[src/pcr_pkg.sv]
/*
 * Package for the post-processing and clock recovery register slice.
 * It holds register offsets, reset values, field positions and the packed
 * carriers shared by the register bank and its pixel status unit.
 * Assumes an 8-bit register address space served by the host interface.
 */
package pcr_pkg;

   // ==========================================================================
   // Register offsets
   // ==========================================================================
   localparam logic [7:0] PCR_ADDR_RED    = 8'h3e; // Red post-processing value.
   localparam logic [7:0] PCR_ADDR_GREEN  = 8'h3f; // Green post-processing value.
   localparam logic [7:0] PCR_ADDR_BLUE   = 8'h40; // Blue post-processing value.
   localparam logic [7:0] PCR_ADDR_BRIGHT = 8'h41; // Brightness adjustment amount.
   localparam logic [7:0] PCR_ADDR_CMPREF = 8'h42; // Pixel comparison reference.
   localparam logic [7:0] PCR_ADDR_STATUS = 8'h43; // Compare and brightness status.
   localparam logic [7:0] PCR_ADDR_CRCTL  = 8'h44; // Clock recovery control.
   localparam logic [7:0] PCR_ADDR_PHOFS  = 8'h45; // Calibrated phase offset.

   // ==========================================================================
   // Reset values
   // ==========================================================================
   localparam logic [7:0] PCR_RST_VALUE  = 8'h00; // Colour, brightness, reference.
   localparam logic [7:0] PCR_RST_CRCTL  = 8'h71; // Clock recovery control.
   localparam logic [3:0] PCR_RST_PHOFS  = 4'h0;  // Phase offset.

   // ==========================================================================
   // Field positions
   // ==========================================================================
   localparam int PCR_CR_DIV2   = 0; // Clock divisible by two.
   localparam int PCR_CR_DIV4   = 1; // Clock divisible by four.
   localparam int PCR_CR_DIV8   = 2; // Clock divisible by eight.
   localparam int PCR_CR_TRACK  = 3; // Phase tracking enable.
   localparam int PCR_CR_APHASE = 4; // Auto phase calibration enable.
   localparam int PCR_CR_AFREQ  = 5; // Auto frequency calibration enable.
   localparam int PCR_CR_AMODE  = 6; // Auto mode detection enable.
   localparam int PCR_CR_HALF   = 7; // Half clock speed, stored only.
   localparam int PCR_ST_BRIGHT = 2; // Brightness overflow or underflow.
   localparam int PCR_PHOFS_W   = 4; // Width of the phase offset field.

   // ==========================================================================
   // Comparison result codes
   // ==========================================================================
   typedef enum logic [1:0] {
      PCR_CMP_INVALID = 2'b00,
      PCR_CMP_ABOVE   = 2'b01,
      PCR_CMP_EQUAL   = 2'b10,
      PCR_CMP_BELOW   = 2'b11
   } pcr_cmp_t;

   // ==========================================================================
   // Carriers
   // ==========================================================================
   typedef struct packed {
      logic [7:0] r;
      logic [7:0] g;
      logic [7:0] b;
   } pcr_pixel_t;

   typedef struct packed {
      logic       wr;    // Write strobe, one cycle.
      logic       rd;    // Read strobe, one cycle.
      logic [7:0] addr;  // Register offset.
      logic [7:0] wdata; // Write data.
   } pcr_cfg_req_t;

   typedef struct packed {
      logic div2;
      logic div4;
      logic div8;
      logic phase_track_en;
      logic auto_phase_en;
      logic auto_freq_en;
      logic auto_mode_en;
   } pcr_recovery_t;

endpackage

[src/pcr_pixel_status.sv]
/*
 * Pixel status unit: compares the selected incoming pixel with the reference
 * and checks whether brightness adjustment leaves the component range.
 * Assumes the pixel pipeline presents one selected pixel per valid pulse on
 * the same clock.
 */
`timescale 1ns/1ps
module pcr_pixel_status #(
   parameter int CMP_CHAN = 1 // Component compared: 0 red, 1 green, 2 blue.
) (
   input  wire logic                 mclk_in,
   input  wire logic                 reset_in,
   input  wire logic                 pix_valid_in,
   input  wire pcr_pkg::pcr_pixel_t  pixel_in,
   input  wire logic                 bright_up_in,
   input  wire logic [7:0]           bright_amt_in,
   input  wire logic [7:0]           cmp_ref_in,
   output pcr_pkg::pcr_cmp_t         cmp_out,
   output logic                      bright_err_out
);
   import pcr_pkg::*;

   // Elaboration check: only the three colour components can be selected.
   if (CMP_CHAN < 0 || CMP_CHAN > 2) begin : g_bad_chan
      $error("CMP_CHAN must be 0, 1 or 2");
   end

   // ==========================================================================
   // Selected component
   // ==========================================================================
   logic [7:0]  sel_comp;  // Component under comparison.
   logic [2:0]  comp_err;  // Per-component range fault.
   logic [23:0] comp_flat; // Components, red in the top byte.
   pcr_cmp_t    cmp_d;     // Next comparison result.

   assign comp_flat = pixel_in;
   assign sel_comp  = comp_flat[8*(2-CMP_CHAN) +: 8];

   // One range check per component; a raised component that carries past 255
   // overflows, a lowered one smaller than the amount underflows.
   for (genvar i = 0; i < 3; i++) begin : g_range
      logic [8:0] sum;
      assign sum         = {1'b0, comp_flat[8*i +: 8]} + {1'b0, bright_amt_in};
      assign comp_err[i] = bright_up_in ? sum[8] : (comp_flat[8*i +: 8] < bright_amt_in);
   end

   // Comparison encoding.
   always_comb begin
      if (sel_comp > cmp_ref_in) begin
         cmp_d = PCR_CMP_ABOVE;
      end else if (sel_comp == cmp_ref_in) begin
         cmp_d = PCR_CMP_EQUAL;
      end else begin
         cmp_d = PCR_CMP_BELOW;
      end
   end

   // ==========================================================================
   // Result registers
   // ==========================================================================
   // Both results refresh on every selected pixel and otherwise hold, so
   // software always reads the outcome of the latest pixel seen.
   always_ff @(posedge mclk_in or posedge reset_in) begin
      if (reset_in) begin
         cmp_out        <= PCR_CMP_INVALID;
         bright_err_out <= 1'b0;
      end else if (pix_valid_in) begin
         cmp_out        <= cmp_d;
         bright_err_out <= |comp_err;
      end
   end
endmodule

[src/pcr_regs.sv]
/*
 * Post-processing and clock recovery register bank.
 * Holds the colour values, brightness amount, compare reference, the status
 * register, clock recovery control and phase offset, and drives them to the
 * pixel pipeline and the clock recovery engine.
 * Assumes the host interface decoder issues single-cycle read and write
 * strobes on mclk_in, and the pixel pipeline shares that clock.
 */
// Notes on behaviour
// - Green post-processing value, 8-bit, resets zero.
// - Blue post-processing value, 8-bit, resets zero.
// - Brightness adjustment amount, 8-bit, resets zero.
// - Pixel comparison reference, 8-bit, resets zero.
// - Status bits 1:0 give compare outcome.
// - Status bit 2 flags brightness overflow/underflow.
// - Status register read-only; bits 7:3 reserved.
// - Clock recovery control resets to 71h.
// - Control bits 0-2: divisible by 2,4,8.
// - Phase tracking only while control bit 3.
// - Auto phase calibration only while bit 4.
// - Auto frequency calibration only while bit 5.
// - Auto mode detection only while bit 6.
// - Bit 7 half speed stored, no effect.
// - 4-bit phase offset added to calibrated phase.
// - Red post-processing value, 8-bit, resets zero.
`timescale 1ns/1ps
module pcr_regs #(
   parameter int CMP_CHAN = 1 // Component that the comparison looks at.
) (
   input  wire logic                  mclk_in,
   input  wire logic                  reset_in,
   // Host register access.
   input  wire pcr_pkg::pcr_cfg_req_t cfg_req_in,
   output logic [7:0]                 cfg_rdata_out,
   // Pixel pipeline.
   input  wire logic                  pix_valid_in,
   input  wire pcr_pkg::pcr_pixel_t   pixel_in,
   input  wire logic                  bright_up_in,
   output pcr_pkg::pcr_pixel_t        pp_value_out,
   output logic [7:0]                 bright_amt_out,
   // Clock recovery engine.
   input  wire logic [9:0]            cal_phase_in,
   output pcr_pkg::pcr_recovery_t     recovery_out,
   output logic [9:0]                 final_phase_out
);
   import pcr_pkg::*;

   // Elaboration check: only the three colour components can be compared.
   if (CMP_CHAN < 0 || CMP_CHAN > 2) begin : g_bad_chan
      $error("CMP_CHAN must be 0, 1 or 2");
   end

   // ==========================================================================
   // Storage
   // ==========================================================================
   logic [7:0]             red_q;     // Red post-processing value.
   logic [7:0]             green_q;   // Green post-processing value.
   logic [7:0]             blue_q;    // Blue post-processing value.
   logic [7:0]             bright_q;  // Brightness adjustment amount.
   logic [7:0]             cmpref_q;  // Comparison reference.
   logic [7:0]             crctl_q;   // Clock recovery control.
   logic [PCR_PHOFS_W-1:0] phofs_q;   // Calibrated phase offset.
   logic [7:0]             rdata_q;   // Read data holding register.
   logic [7:0]             rdata_d;   // Read data for the addressed register.
   logic [7:0]             status;    // Live status word.
   logic [9:0]             phase_q;   // Final phase after offset.
   pcr_cmp_t               cmp_res;   // Latest comparison result.
   logic                   bright_err; // Latest brightness range fault.
   logic                   wr;        // Write strobe.
   logic [7:0]             addr;      // Addressed offset.
   logic [7:0]             wdata;     // Write data.

   assign wr    = cfg_req_in.wr;
   assign addr  = cfg_req_in.addr;
   assign wdata = cfg_req_in.wdata;

   // ==========================================================================
   // Colour value registers
   // ==========================================================================
   // The three colour values feed advanced post processing directly.
   always_ff @(posedge mclk_in or posedge reset_in) begin
      if (reset_in) begin
         red_q   <= PCR_RST_VALUE;
         green_q <= PCR_RST_VALUE;
         blue_q  <= PCR_RST_VALUE;
      end else if (wr) begin
         if (addr == PCR_ADDR_RED) begin
            red_q <= wdata;
         end
         if (addr == PCR_ADDR_GREEN) begin
            green_q <= wdata;
         end
         if (addr == PCR_ADDR_BLUE) begin
            blue_q <= wdata;
         end
      end
   end

   // ==========================================================================
   // Brightness and comparison reference
   // ==========================================================================
   // Both are used combinationally by the status unit in the next cycle.
   always_ff @(posedge mclk_in or posedge reset_in) begin
      if (reset_in) begin
         bright_q <= PCR_RST_VALUE;
         cmpref_q <= PCR_RST_VALUE;
      end else if (wr) begin
         if (addr == PCR_ADDR_BRIGHT) begin
            bright_q <= wdata;
         end
         if (addr == PCR_ADDR_CMPREF) begin
            cmpref_q <= wdata;
         end
      end
   end

   // ==========================================================================
   // Clock recovery control and phase offset
   // ==========================================================================
   // The half speed bit is kept so software reads back what it wrote, but
   // nothing downstream uses it.
   always_ff @(posedge mclk_in or posedge reset_in) begin
      if (reset_in) begin
         crctl_q <= PCR_RST_CRCTL;
         phofs_q <= PCR_RST_PHOFS;
      end else if (wr) begin
         if (addr == PCR_ADDR_CRCTL) begin
            crctl_q <= wdata;
         end
         if (addr == PCR_ADDR_PHOFS) begin
            phofs_q <= wdata[PCR_PHOFS_W-1:0];
         end
      end
   end

   // Enables gate the recovery engine's features; each feature may run only
   // while its bit is set.
   always_comb begin
      recovery_out.div2           = crctl_q[PCR_CR_DIV2];
      recovery_out.div4           = crctl_q[PCR_CR_DIV4];
      recovery_out.div8           = crctl_q[PCR_CR_DIV8];
      recovery_out.phase_track_en = crctl_q[PCR_CR_TRACK];
      recovery_out.auto_phase_en  = crctl_q[PCR_CR_APHASE];
      recovery_out.auto_freq_en   = crctl_q[PCR_CR_AFREQ];
      recovery_out.auto_mode_en   = crctl_q[PCR_CR_AMODE];
   end

   // Final phase is the calibrated phase plus the offset; it wraps within ten
   // bits, as the phase is itself a modular quantity.
   always_ff @(posedge mclk_in or posedge reset_in) begin
      if (reset_in) begin
         phase_q <= 10'h000;
      end else begin
         phase_q <= 10'(cal_phase_in + {6'h00, phofs_q});
      end
   end

   assign final_phase_out = phase_q;

   // ==========================================================================
   // Pixel status unit
   // ==========================================================================
   pcr_pixel_status #(
      .CMP_CHAN (CMP_CHAN)
   ) u_status (
      .mclk_in        (mclk_in),
      .reset_in       (reset_in),
      .pix_valid_in   (pix_valid_in),
      .pixel_in       (pixel_in),
      .bright_up_in   (bright_up_in),
      .bright_amt_in  (bright_q),
      .cmp_ref_in     (cmpref_q),
      .cmp_out        (cmp_res),
      .bright_err_out (bright_err)
   );

   // Reserved status bits read as zero; writes to this offset do nothing.
   assign status = {5'h00, bright_err, cmp_res};

   // ==========================================================================
   // Read path
   // ==========================================================================
   // Unmapped offsets read as zero so a stray read is harmless.
   always_comb begin
      unique case (addr)
         PCR_ADDR_RED:    rdata_d = red_q;
         PCR_ADDR_GREEN:  rdata_d = green_q;
         PCR_ADDR_BLUE:   rdata_d = blue_q;
         PCR_ADDR_BRIGHT: rdata_d = bright_q;
         PCR_ADDR_CMPREF: rdata_d = cmpref_q;
         PCR_ADDR_STATUS: rdata_d = status;
         PCR_ADDR_CRCTL:  rdata_d = crctl_q;
         PCR_ADDR_PHOFS:  rdata_d = {4'h0, phofs_q};
         default:         rdata_d = 8'h00;
      endcase
   end

   // Read data is captured on the strobe and held until the next read.
   always_ff @(posedge mclk_in or posedge reset_in) begin
      if (reset_in) begin
         rdata_q <= 8'h00;
      end else if (cfg_req_in.rd) begin
         rdata_q <= rdata_d;
      end
   end

   assign cfg_rdata_out  = rdata_q;
   assign pp_value_out   = {red_q, green_q, blue_q};
   assign bright_amt_out = bright_q;
endmodule

[config.mk]
export PLATFORM = sky130hd
export DESIGN_NAME = pcr_regs
export DESIGN_NICKNAME = d
export VERILOG_FILES = /design/src/pcr_pkg.sv /design/src/pcr_pixel_status.sv /design/src/pcr_regs.sv
export SDC_FILE = /design/constraint.sdc
export NUM_CORES = 1
export LEC_CHECK = 0
export ABC_CLOCK_PERIOD_IN_PS = 1960
export CORE_MARGIN = 5
export CORE_UTILIZATION = 47
export DETAILED_ROUTE_END_ITERATION = 8
export DONT_BUFFER_PORTS = 1
export GPL_TIMING_DRIVEN = 1
export PLACE_DENSITY = 0.64
export SYNTH_ARGS = -nofsm -noshare
export SYNTH_HDL_FRONTEND = slang
export SYNTH_HIERARCHICAL = 1
export SYNTH_SLANG_ARGS = --single-unit
[constraint.sdc]
create_clock -name mclk_in -period 1.96 [get_ports mclk_in]
set_clock_uncertainty 0.05 [all_clocks]
set_input_delay 0.196 -clock mclk_in [delete_from_list [all_inputs] [get_ports mclk_in]]
set_output_delay 0.196 -clock mclk_in [all_outputs]
set_load 0.005 [all_outputs]
* Word level (Yosys, flattened, before mapping) *
Index checks and enable logic that the tools add are counted.

operators by class
  equal/unequal tests = 9
  shift operators = 0
  reduce and logical (&&, ||, !) cells = 8
  multipliers = 0
  bitwise operators = 0
  $lt $le $gt $ge = 4
  add/sub/neg operators = 4
  div/mod/pow operators = 0
  mux-type cells = 6

operators with widths
  cell                                            count
  case mux 8 bit (8 select lines)                 1
  == test 8 x 7 -> 1 bit (second input constant)  6
  adder 8 x 8 -> 9 bit                            3
  < comparator 8 bit                              3
  == test 8 x 6 -> 1 bit (second input constant)  2
  AND reduction 2 bit                             7
  adder 10 x 4 -> 10 bit                          1
  == test 8 bit                                   1
  greater-than comparator 8 bit                   1
  2-to-1 mux 1 bit                                4
  OR reduction 3 bit                              1
  2-to-1 mux 2 bit                                1

storage, ports and cells
  logic and storage cells = 42
  latch bits = 0
  ROM bits = 0
  bits in writable memories = 0
  register bits = 73
  memories kept = 0

* Longest topological paths before layout *
Gate-level depths: netlist of the first run.

  depth in word-level cells = 3
  gate-level depth with buffers = 8
  mapped depth without buffers = 8

* Hierarchy *
Netlist of the first run, hierarchy kept.

modules (own cells, without submodules)
  module            area an instance (um^2)  cells each  instances
  pcr_regs          3353.2                   260         1
  pcr_pixel_status  1266.2                   153         1

* Worst setup path after synthesis of the first run *
Ideal clock, no wire load.

  path kind = reg-to-reg
  from = register bright_q[2], in the netlist bright_amt_out[2]
  to = register u_status.bright_err_out
  cell stages (with the launch flop) = 9
  setup time = 0.122 ns
  arrival = 1.720 ns
  data required time = 1.788 ns
  slack = 0.068 ns
  cell sequence = dfrtp_1 inv_1 ha_1 nor4bb_1 nor3_1 o221ai_1 a2111oi_2 a32o_1 a21oi_1

on the way
  longest elaborated chain between the ends = 3

RTL lines
  item                                                               RTL line                                        text
  start, declared                                                    pcr_regs.sv:59                                  logic [7:0] bright_q;
  start signal, assigned                                             pcr_regs.sv:109                                 bright_q <= wdata;
  adder 8 x 8 -> 9 bit / < comparator 8 bit (equally long branches)  pcr_pixel_status.sv:43, pcr_pixel_status.sv:44
  2-to-1 mux 1 bit                                                   pcr_pixel_status.sv:44                          assign comp_err[i] = bright_up_in ? sum[8] : (comp_flat[8*i +: 8] < bright_amt_in);
  OR reduction 3 bit *                                               pcr_pixel_status.sv:69                          bright_err_out <= |comp_err;
  end signal, assigned                                               pcr_pixel_status.sv:69
  end, declared                                                      pcr_pixel_status.sv:19                          output logic bright_err_out

Mark *: on every way between the ends. The rest lies on a longest branch, timed or not.
A chain may end at the register's enable or synchronous reset.

* Worst setup path after layout of the first run *
  from = register bright_q[1], in the netlist bright_amt_out[1]
  to = register u_status.bright_err_out

The elaborated chain is that of the path after synthesis.

==> metrics.txt, run 1 <==
status=completed; yosys warns=6; 1st-iter DRT viols=between 150 and 200; first drt pass iteration count=4; setup TNS=0 ns; mux share of post-synthesis cell area=roughly 18%; final WL=12,000 um; number of synthesized flops with an enable pin=0; number of H-tree levels=3; Yosys reg bits=73; total of max-cap violations=0; share of cells above drive strength 1=26.2%; die area=between 10,000 and 15,000 um2; final-report hold violation count=0; Top FF cell, synth=dfrtp_1; Ant. Diodes=0; Compound-Gate Fraction of Synth Area=10.9%; most frequent cell after synthesis=dfrtp_1; first-pass GRT wire length=between 15,000 and 20,000 um; DRC viols=0; crit end category=register; post-route ant nets=0; Tot GR Track Use=between 20% and 30%; R2R Setup Slk=0.02 ns; port bufs=0; Tmin final=1.94 ns; DR vias=~3,300; pwr dens=around 660 nW/um2; Setup CP Type=reg -> reg; Mapped Avg Cell Area=about 11 um2; vias in the first global route=3,595; Num CTS Buffers=9; measured slew at the worst slew-check pin=0.513 ns; Die H=about 110 um; CTS root buffer=clkbuf_8; CTS max path bufs=2; asr flop ratio synth=between 90% and 100%; CORE AREA=between 9000 and 10,000 um2; Initial Util=between 40% and 50%; Syn Std Cell Area=roughly 4600 um2; clock latency on the worst-skew pair=around 0.35 ns; largest net degree at the start of global routing=49; startpoint types=register; CTS tree=done; fmax=516 MHz; delay-heaviest family, CP=compound AO/OA/AOI/OAI gates; adder-cell share of the synthesized area=roughly 15%; Synth area leader=dfrtp_1; top cell type's share of synthesized area=37.4%; GR Overflow Total=0; Setup Viol. Count Final=0; worst-case reg-to-reg path depth=9; placement row count=36; area grow syn2layout=16.8%; Hold Path Class=in -> reg; Synth Net Count=524; slowest CP cell=dfrtp_1; Post-DP HPWL=9190 um; Max rail drop VDD=0.000633 V; Die W=between 100 and 150 um; via-per-instance ratio=5.64; crit path DAT=~2.1 ns; Critical Path RT=2.15 ns; number of top-level pins=between 100 and 150; post-synthesis xor/xnor area fraction=approximately 1.5%; Reg-to-Reg End=u_status/bright_err_out; nets=between 500 and 600; WL/cell=20.4 um; hold_sp=cal_phase_in[5]; clock slew at reported path FFs=about 0.080 ns; Slew Limit Headroom=about 66%; Pleak=between 0.002 and 0.003 uW; most numerous cell on the critical path=buf_6; # clock sinks=73; RD Place Congestion=roughly 0.86; unrepaired setup endpoints after global routing=true; hold depth=2; Synth Instances=roughly 410; initial antenna violation count=0; Seq/Total Area, Yosys=between 30% and 40%; Final period util=between 90% and 100%; hold endpoint=final_phase_out[6]; crit-path cells=buf_6 > buf_6 > ha_4 > nor2b_1 > a311oi_1 > nor4_1 > o31ai_1 > a32o_1 > a21oi_1; Core Util, Final=55.7%; simple-gate share of the synthesized area=~11%; fill cell count=around 840; Crit Path Max Fanout=3; Area contributors post-synth=dfrtp_1 37%, ha_1 15%, mux2_2 13%; main combinational cell family by area after synthesis=multiplexers; post-synthesis cell type count=between 50 and 60; commonest cells in the netlist=69 x dfrtp_1, 55 x mux2_2, 54 x ha_1; worst reg2reg startpoint=bright_amt_out[1]; Worst Path Buf+Inv=2; CP max stage delay=roughly 0.41 ns; Slew Limit Fails=0
area by class of cell:
class | count | area, um2 | area share (%)
Timing Repair Buffer | 39 | 355 | 6.59
Sequential cell | 73 | 1830 | 34.0
Clock inverter | 5 | 103 | 1.90
Clock buffer | 11 | 141 | 2.62
Multi-Input combinational cell | 298 | 2680 | 49.8
Inverter | 29 | 113 | 2.09
Tap cell | 133 | 166 | 3.09
placed cells by master, fill, tap and decap left out, drive strengths merged, types with 4 or more instances in the layout:
cell / count
nand2: 15
nor2b: 8
o221ai: 6
nor2: 27
a21oi: 19
dfstp: 4
dlygate4sd3: 17
inv: 27
xor2: 5
buf: 22
a22o: 7
clkbuf: 11
a21o: 10
o21ai: 6
nand3: 8
dfrtp: 69
nand4: 6
nor3: 4
o22ai: 7
ha: 54
mux2i: 19
nand2b: 8
mux2: 55
registers in the layout, summed over array words and instances (netlist names):
name and cells:
blue_q 8, phofs_q 4, crctl_q 8, cfg_rdata_out 8, cmpref_q 8, u_status/bright_err_out 1, red_q 8, final_phase_out 10
u_status/cmp_out 2, bright_amt_out 8, green_q 8
worst max-delay path by stage:
| stage | cells past startpoint | end | from | slack, ns |
|---|---|---|---|---|
| finish | 9 | u_status/bright_err_out | bright_amt_out[1] | 0.02 |
| global route | 8 | u_status/bright_err_out | bright_amt_out[2] | -0.1 |
| CTS | 9 | u_status/bright_err_out | bright_amt_out[1] | 0.005 |
| detailed placement | 8 | u_status/bright_err_out | bright_amt_out[1] | -0.12 |
| global placement | 8 | u_status/bright_err_out | bright_amt_out[1] | 0.04 |
| floorplan | 8 | u_status/bright_err_out | bright_amt_out[2] | 0.07 |
power by group:
part / switching (uW) / leakage, uW / total (uW) / internal (uW)
registers: 63.8 / 0.000963 / 1650 / 1580
logic: 254 / 0.00151 / 489 / 236
clock network: 557 / 0.000120 / 1430 / 878
metal layers:
metal	track usage (%)	routed length, um
met3	8.11	1220
met4	6.94	169
met2	34.0	5640
met1	26.3	4990
met5	0	0
cell families (layout without fill, tap and decap cells):
| logic type | after synthesis | count (layout) |
|---|---|---|
| simple gates | 90 | 90 |
| mux | 74 | 74 |
| fa+ha+maj | 55 | 55 |
| buf+inv | 42 | 84 |
| flops | 73 | 73 |
| xor+xnor | 8 | 8 |
| compound gates | 71 | 71 |
what timing repair did:
action | CTS | global route
endpoints found under the hold margin | 87 | 0
resized for setup | 6 | 9
hold buffers | 17 | 0
setup endpoints to repair | 1 | 2
pin swaps | 8 | 8
setup buffers | 2 | 1
gates cloned | 0 | 0
metrics by stage:
step	std cells	area (um2)	total power, uW	setup slack (ns)	hold WS (ns)
floorplan	413	4620	1980	0.0676	-0.100
global placement	552	4860	2080	0.0412	-0.0863
detailed placement	552	4860	2090	-0.120	-0.0800
CTS	587	5320	3590	0.00489	0.000272
global route	588	5390	3740	-0.0965	0.0135
finish	588	5390	3570	0.0223	0.0301
Note: power is estimated with default switching activity, not from simulation.
==> inputs of run 2 (changes only) <==
- ABC_CLOCK_PERIOD_IN_PS: 1960 -> 2500
- PLACE_DENSITY: 0.64 -> 0.62
- SLEW_MARGIN: not set -> 20
- clock period: 1.96 -> 2.5 ns (I/O delays scaled with it)
==> run 2 against run 1 <==
Net effect:
- count of clock-buffer cells in the layout decreased by 1
- clock power decreased by 31%
- sequential power decreased by 21%
- utilization decreased by 2.5 points
- sequential cell count did not move
- die area stayed put
- global-route usage down 0.51 points
- worst setup slack improved by 0.33 ns
- power down 27%
- worst hold slack worse by 0.017 ns
- combinational power fell by 31%
- register-to-register slack improved by 0.33 ns
- largest cell class unchanged
- largest power group unchanged
==> metrics.txt, run 2 (synthesized netlist as in run 1, its figures left out) <==
status=completed; measured slew at the worst slew-check pin=0.540 ns (+0.0268 ns); fill cell count=853 (+1.3%); Initial Util=47.7% (unchanged); # clock sinks=73 (unchanged); Critical Path RT=2.68 ns (+0.53 ns); via-per-instance ratio=5.59 (-0.82%); number of H-tree levels=3 (unchanged); DR vias=3,217 (-3.0%); nets=548 (-2.3%); Slew Limit Fails=0 (unchanged); Num CTS Buffers=9 (unchanged); WL/cell=20.6 um (+0.81%); Multi-input gate area=2590 um2 (-3.3%); met3 routed WL=1170 um (-4.4%); 1st-iter DRT viols=193 (+16%); uppermost layer routed=met4; die area=11,900 um2 (unchanged); max reg flops=10 (unchanged); RD Place Congestion=1.06 (+23%); DRC viols=0 (unchanged); final-report hold violation count=0 (unchanged); CTS max path bufs=2 (unchanged); most common cell after layout, fill and taps aside=dfrtp_1; Post-DP HPWL=8940 um (-2.7%); Setup CP Type=reg -> reg; startpoint types=register; initial antenna violation count=0 (unchanged); setup TNS=0 ns (unchanged); met1 wire length=4810 um (-3.4%); CORE AREA=9680 um2 (unchanged); Setup Viol. Count Final=0 (unchanged); first drt pass iteration count=4 (unchanged); Pwr Total=2620 uW (-27%); placement row count=36 (unchanged); clock latency on the worst-skew pair=0.34 ns (about the same); clock slew at reported path FFs=0.08 ns (about the same); Final period util=86.0% (-13 points); final WL=11,800 um (-1.4%); Pleak=0.00249 uW (-3.7%); Tmin final=2.15 ns (+0.213 ns); Die H=109 um (unchanged); largest net degree at the start of global routing=32 (-35%); Ant. Diodes=0 (unchanged); area grow syn2layout=11.6%; unrepaired setup endpoints after global routing=false; port bufs=0 (unchanged); crit end category=register; GR Overflow Total=0 (unchanged); Tot GR Track Use=20.7% (-0.51 points); Hold Path Class=in -> reg; CTS tree=done; fmax=465 MHz (-9.9%); CTS root buffer=clkbuf_8; most frequent cells in the layout=69 x dfrtp_1, 55 x mux2_2, 54 x ha_1; crit path DAT=2.33 ns (+0.20 ns); total of max-cap violations=0 (unchanged); post-route ant nets=0 (unchanged); cts repair resizes=0 (-6); Crit Path Max Fanout=7 (+4); first-pass GRT wire length=18,600 um (-2.6%); share of cells above drive strength 1=21.3% (-4.9 points); pwr dens=508 nW/um2 (-23%); Slew Limit Headroom=64.0% (-1.8 points); number of top-level pins=113 (unchanged); Max rail drop VDD=0.000350 V (-45%); Sequential Area=1830 um2 (unchanged); DR WL met2=5680 um (+0.83%); Die W=109 um (unchanged); vias in the first global route=3,466 (-3.6%)
==> run 2: cell type report <==
class,instances,share of cell area (%)
multi-input combinational,298,50.3
clock buffer,10,2.48
tap,133,3.23
inverter,29,2.11
clock inverter,6,1.60
timing repair buffer,26,4.71
sequential,73,35.5
==> run 2: timing repair <==
action / in CTS / in global routing
hold buffers: 17 / 2
hold endpoints to repair: 79 / 2
setup buffers: 0 / 0
setup endpoints to repair: 0 / 0
==> run 2: power by group <==
group | internal [uW] | switching (uW) | total (uW)
Sequential | 1240 | 55.8 | 1300
Clock | 557 | 427 | 984
Combinational | 161 | 178 | 338
Total | 1960 | 661 | 2620
==> run 2: critical path, stage by stage, from the launching register on <==
cell and delay [ns]:
dfrtp_1 0.50, inv_1 0.13, ha_1 0.30, nor4bb_1 0.05
nor3_1 0.22, o221ai_1 0.19, a2111oi_2 0.37, a32o_1 0.17
a21oi_1 0.06
==> run 2: final timing paths <==
check                                        from                 endpoint  slack (ns)  cells past startpoint
worst min register to register         crctl_q[7]               crctl_q[7]        0.47                      1
worst max register to register  bright_amt_out[1]  u_status/bright_err_out        0.35                      8
worst min-delay path                cfg_req_in[5]              cmpref_q[5]        0.01                      1
max in group asynchronous                reset_in               crctl_q[6]        1.23                      3
min in group asynchronous                reset_in  u_status/bright_err_out        0.24                      2
worst max-delay path            bright_amt_out[1]  u_status/bright_err_out        0.35                      8
==> run 2: stage by stage <==
step | util [%] | setup WS, ns | instance area [um2] | hold slack, ns | cells
floorplan | - | 0.438 | 4620 | -0.0464 | 413
global placement | 49.1 | 0.412 | 4750 | -0.0312 | 540
detailed placement | 49.1 | 0.323 | 4750 | -0.0277 | 540
CTS | 53.0 | 0.306 | 5130 | 0.00105 | 573
global route | 53.2 | 0.141 | 5150 | 0.00290 | 575
finish | 53.2 | 0.349 | 5150 | 0.0136 | 575
==> run 2: metal layers <==
layer  global-route usage (%)  vias up
li1                         -     1543
met1                     25.0     1556
met2                     33.6      104
met3                     8.11       14
met4                     7.12        0
met5                        0        -
==> inputs of run 3 (changes only) <==
- PLACE_DENSITY: 0.62 -> 0.63
- SYNTH_HIERARCHICAL: 1 -> not set
==> run 3 against run 2 <==
Net effect:
- worst hold slack better by 0.0057 ns
- combinational power is 6.2% lower
- sequential power hardly changed
- power is 0.13% lower
- critical path type unchanged
- critical endpoint is now u_status.bright_err_out
- highest routed layer unchanged
==> metrics.txt, run 3 <==
number of H-tree levels=3 (unchanged); nets=535 (-2.4%); Setup CP Type=reg -> reg; via-per-instance ratio=5.66 (+1.2%); Synth Net Count=513 (-2.1%); number of top-level pins=113 (unchanged); post-route ant nets=0 (unchanged); Final period util=90.8% (+4.8 points); fmax=440 MHz (-5.3%); share of cells above drive strength 1=21.4% (+0.18 points); die area=11,800 um2 (-1.2%); most common cell after layout, fill and taps aside=dfrtp_1; RD Place Congestion=0.889 (-16%); Synth Instances=402 (-2.7%); 1st-iter DRT viols=155 (-20%); Num CTS Buffers=9 (unchanged); first drt pass iteration count=4 (unchanged); most frequent cells in the layout=67 x dfrtp_1, 54 x ha_1, 50 x mux2_2; Area after DPL=4670 um2 (-1.8%); Die H=108 um (-0.62%); CTS tree=done; Slew Limit Headroom=47.7% (-16 points); Area contributors post-synth=dfrtp_1 38%, ha_1 15%, mux2_2 12%; Slew Limit Fails=0 (unchanged); most frequent cell after synthesis=dfrtp_1; Setup Viol. Count Final=0 (unchanged); status=completed; vias in the first global route=3,380 (-2.5%); Initial Util=47.5% (-0.20 points); DR vias=3,183 (-1.1%); Critical Path RT=2.72 ns (+0.04 ns); Mapped Avg Cell Area=11.3 um2 (+1.3%); pwr dens=514 nW/um2 (+1.2%); CORE AREA=9590 um2 (-0.93%); Pleak=0.00232 uW (-6.8%); Tmin final=2.27 ns (+0.120 ns); Ant. Diodes=0 (unchanged); final instance area=5090 um2 (-1.3%); yosys warns=0 (-6); Seq/Total Area, Yosys=40.2% (+0.54 points); DRC viols=0 (unchanged); final-report hold violation count=0 (unchanged); fill cell count=859 (+0.70%); WL/cell=20.3 um (-1.5%); Sequential Area=1830 um2 (+0.14%); Syn Std Cell Area=4560 um2 (-1.4%); max reg flops=10 (unchanged); crit path DAT=2.49 ns (+0.16 ns); Max rail drop VDD=0.000332 V (-5.0%); measured slew at the worst slew-check pin=0.779 ns (+0.239 ns); Crit Path Max Fanout=7 (unchanged); Post-DP HPWL=8540 um (-4.5%); clock latency on the worst-skew pair=0.35 ns (about the same); number of synthesized flops with an enable pin=0 (unchanged); port bufs=0 (unchanged); Synth area leader=dfrtp_1; Multi-input gate area=2490 um2 (-4.0%); crit end category=register; total of max-cap violations=0 (unchanged); Tot GR Track Use=20.0% (-0.66 points); Top FF cell, synth=dfrtp_1; final WL=11,400 um (-3.7%); Hold Slack=0.0193 ns (+0.00572 ns); unrepaired setup endpoints after global routing=false; GR Overflow Total=0 (unchanged); Yosys reg bits=73 (unchanged); Die W=108 um (-0.62%); area grow syn2layout=11.7% (about the same); CTS max path bufs=2 (unchanged); placement row count=36 (unchanged); post-synthesis cell type count=62 (+13%); first-pass GRT wire length=17,900 um (-3.9%); asr flop ratio synth=100% (unchanged); startpoint types=register; largest net degree at the start of global routing=74 (+130%); commonest cells in the netlist=69 x dfrtp_1, 54 x ha_1, 50 x mux2_2; CTS root buffer=clkbuf_8; setup TNS=0 ns (unchanged); # clock sinks=73 (unchanged); clock slew at reported path FFs=0.08 ns (about the same); top cell type's share of synthesized area=37.9% (+0.51 points); Hold Path Class=in -> reg; initial antenna violation count=0 (unchanged)
## run 3: changes by cell type after synthesis, sizes merged, moves of 4 or more
| cell | change |
|---|---|
| o221ai | -5 |
| nand2 | +4 |
| nand2b | -6 |
| nor2 | -11 |
| a21oi | -8 |
| o21ai | +14 |
| inv | +7 |
| mux2i | -12 |
| a21o | -4 |
| a221oi | +7 |
| o21a | +4 |
| nand3 | -4 |
## run 3: layout make-up
cell class / instances / share of cell area [%]
flip-flops and latches: 73 / 36.0
clock inverters: 3 / 0.910
repair buffers: 25 / 4.92
multi-input cells: 280 / 49.0
clock buffers: 13 / 3.32
well taps: 133 / 3.27
inverters: 35 / 2.58
## run 3: logic make-up (layout without fill, tap and decap cells)
family	Yosys count	in the layout	share of synthesized area, %
DFF	73	73	40.2
and+or+nand+nor	72	72	10.1
xor gates and xnor gates	8	8	1.54
muxes	61	61	15.2
buffers and inverters	49	76	5.13
AOI/OAI and AO/OA	84	84	12.6
adders and majority gates	55	55	15.3
## run 3: power breakdown
part,switching [uW],internal (uW)
clock,448,547
combinational,165,152
sequential,62.7,1240
## run 3: repair_timing
action,in CTS,in global routing
resized for setup,0,2
hold buffers,18,2
setup buffers,0,0
setup endpoints to repair,0,1
hold endpoints to repair,136,2
## run 3: worst max-delay path, stage by stage, from the launching register on
cell and delay (ns):
dfrtp_1 0.48, inv_1 0.12, ha_1 0.34, or4_1 0.53, o221ai_1 0.21, nor3_1 0.07, a31o_1 0.21, a31oi_1 0.17
## run 3: path summary, 6_finish.rpt
kind	startpoint	to	slack, ns	cells after the start
min in group asynchronous	reset_in	red_q[1]	0.37	3
worst min register to register	u_status.cmp_out[0]	u_status.cmp_out[0]	0.45	1
worst min-delay path	cal_phase_in[1]	final_phase_out[1]	0.02	1
max in group asynchronous	reset_in	crctl_q[6]	1.66	3
worst max register to register	bright_amt_out[7]	u_status.bright_err_out	0.23	7
worst max-delay path	bright_amt_out[7]	u_status.bright_err_out	0.23	7
## run 3: stage by stage
stage	cells	util, %	power, uW	setup slack [ns]
2_1_floorplan	402	-	1540	0.353
3_3_place_gp	526	48.7	1600	0.240
3_5_place_dp	526	48.7	1600	0.173
4_1_cts	560	52.8	2630	0.144
5_1_grt	562	53.0	2730	0.0152
6_report	562	53.0	2620	0.229
## run 3: layer usage
| layer | global-route usage (%) | up-vias | wire length, um |
|---|---|---|---|
| met5 | 0 | - | 0 |
| met3 | 6.63 | 14 | 810 |
| li1 | - | 1507 | - |
| met1 | 24.5 | 1586 | 4670 |
| met4 | 6.22 | 0 | 191 |
| met2 | 33.5 | 76 | 5720 |
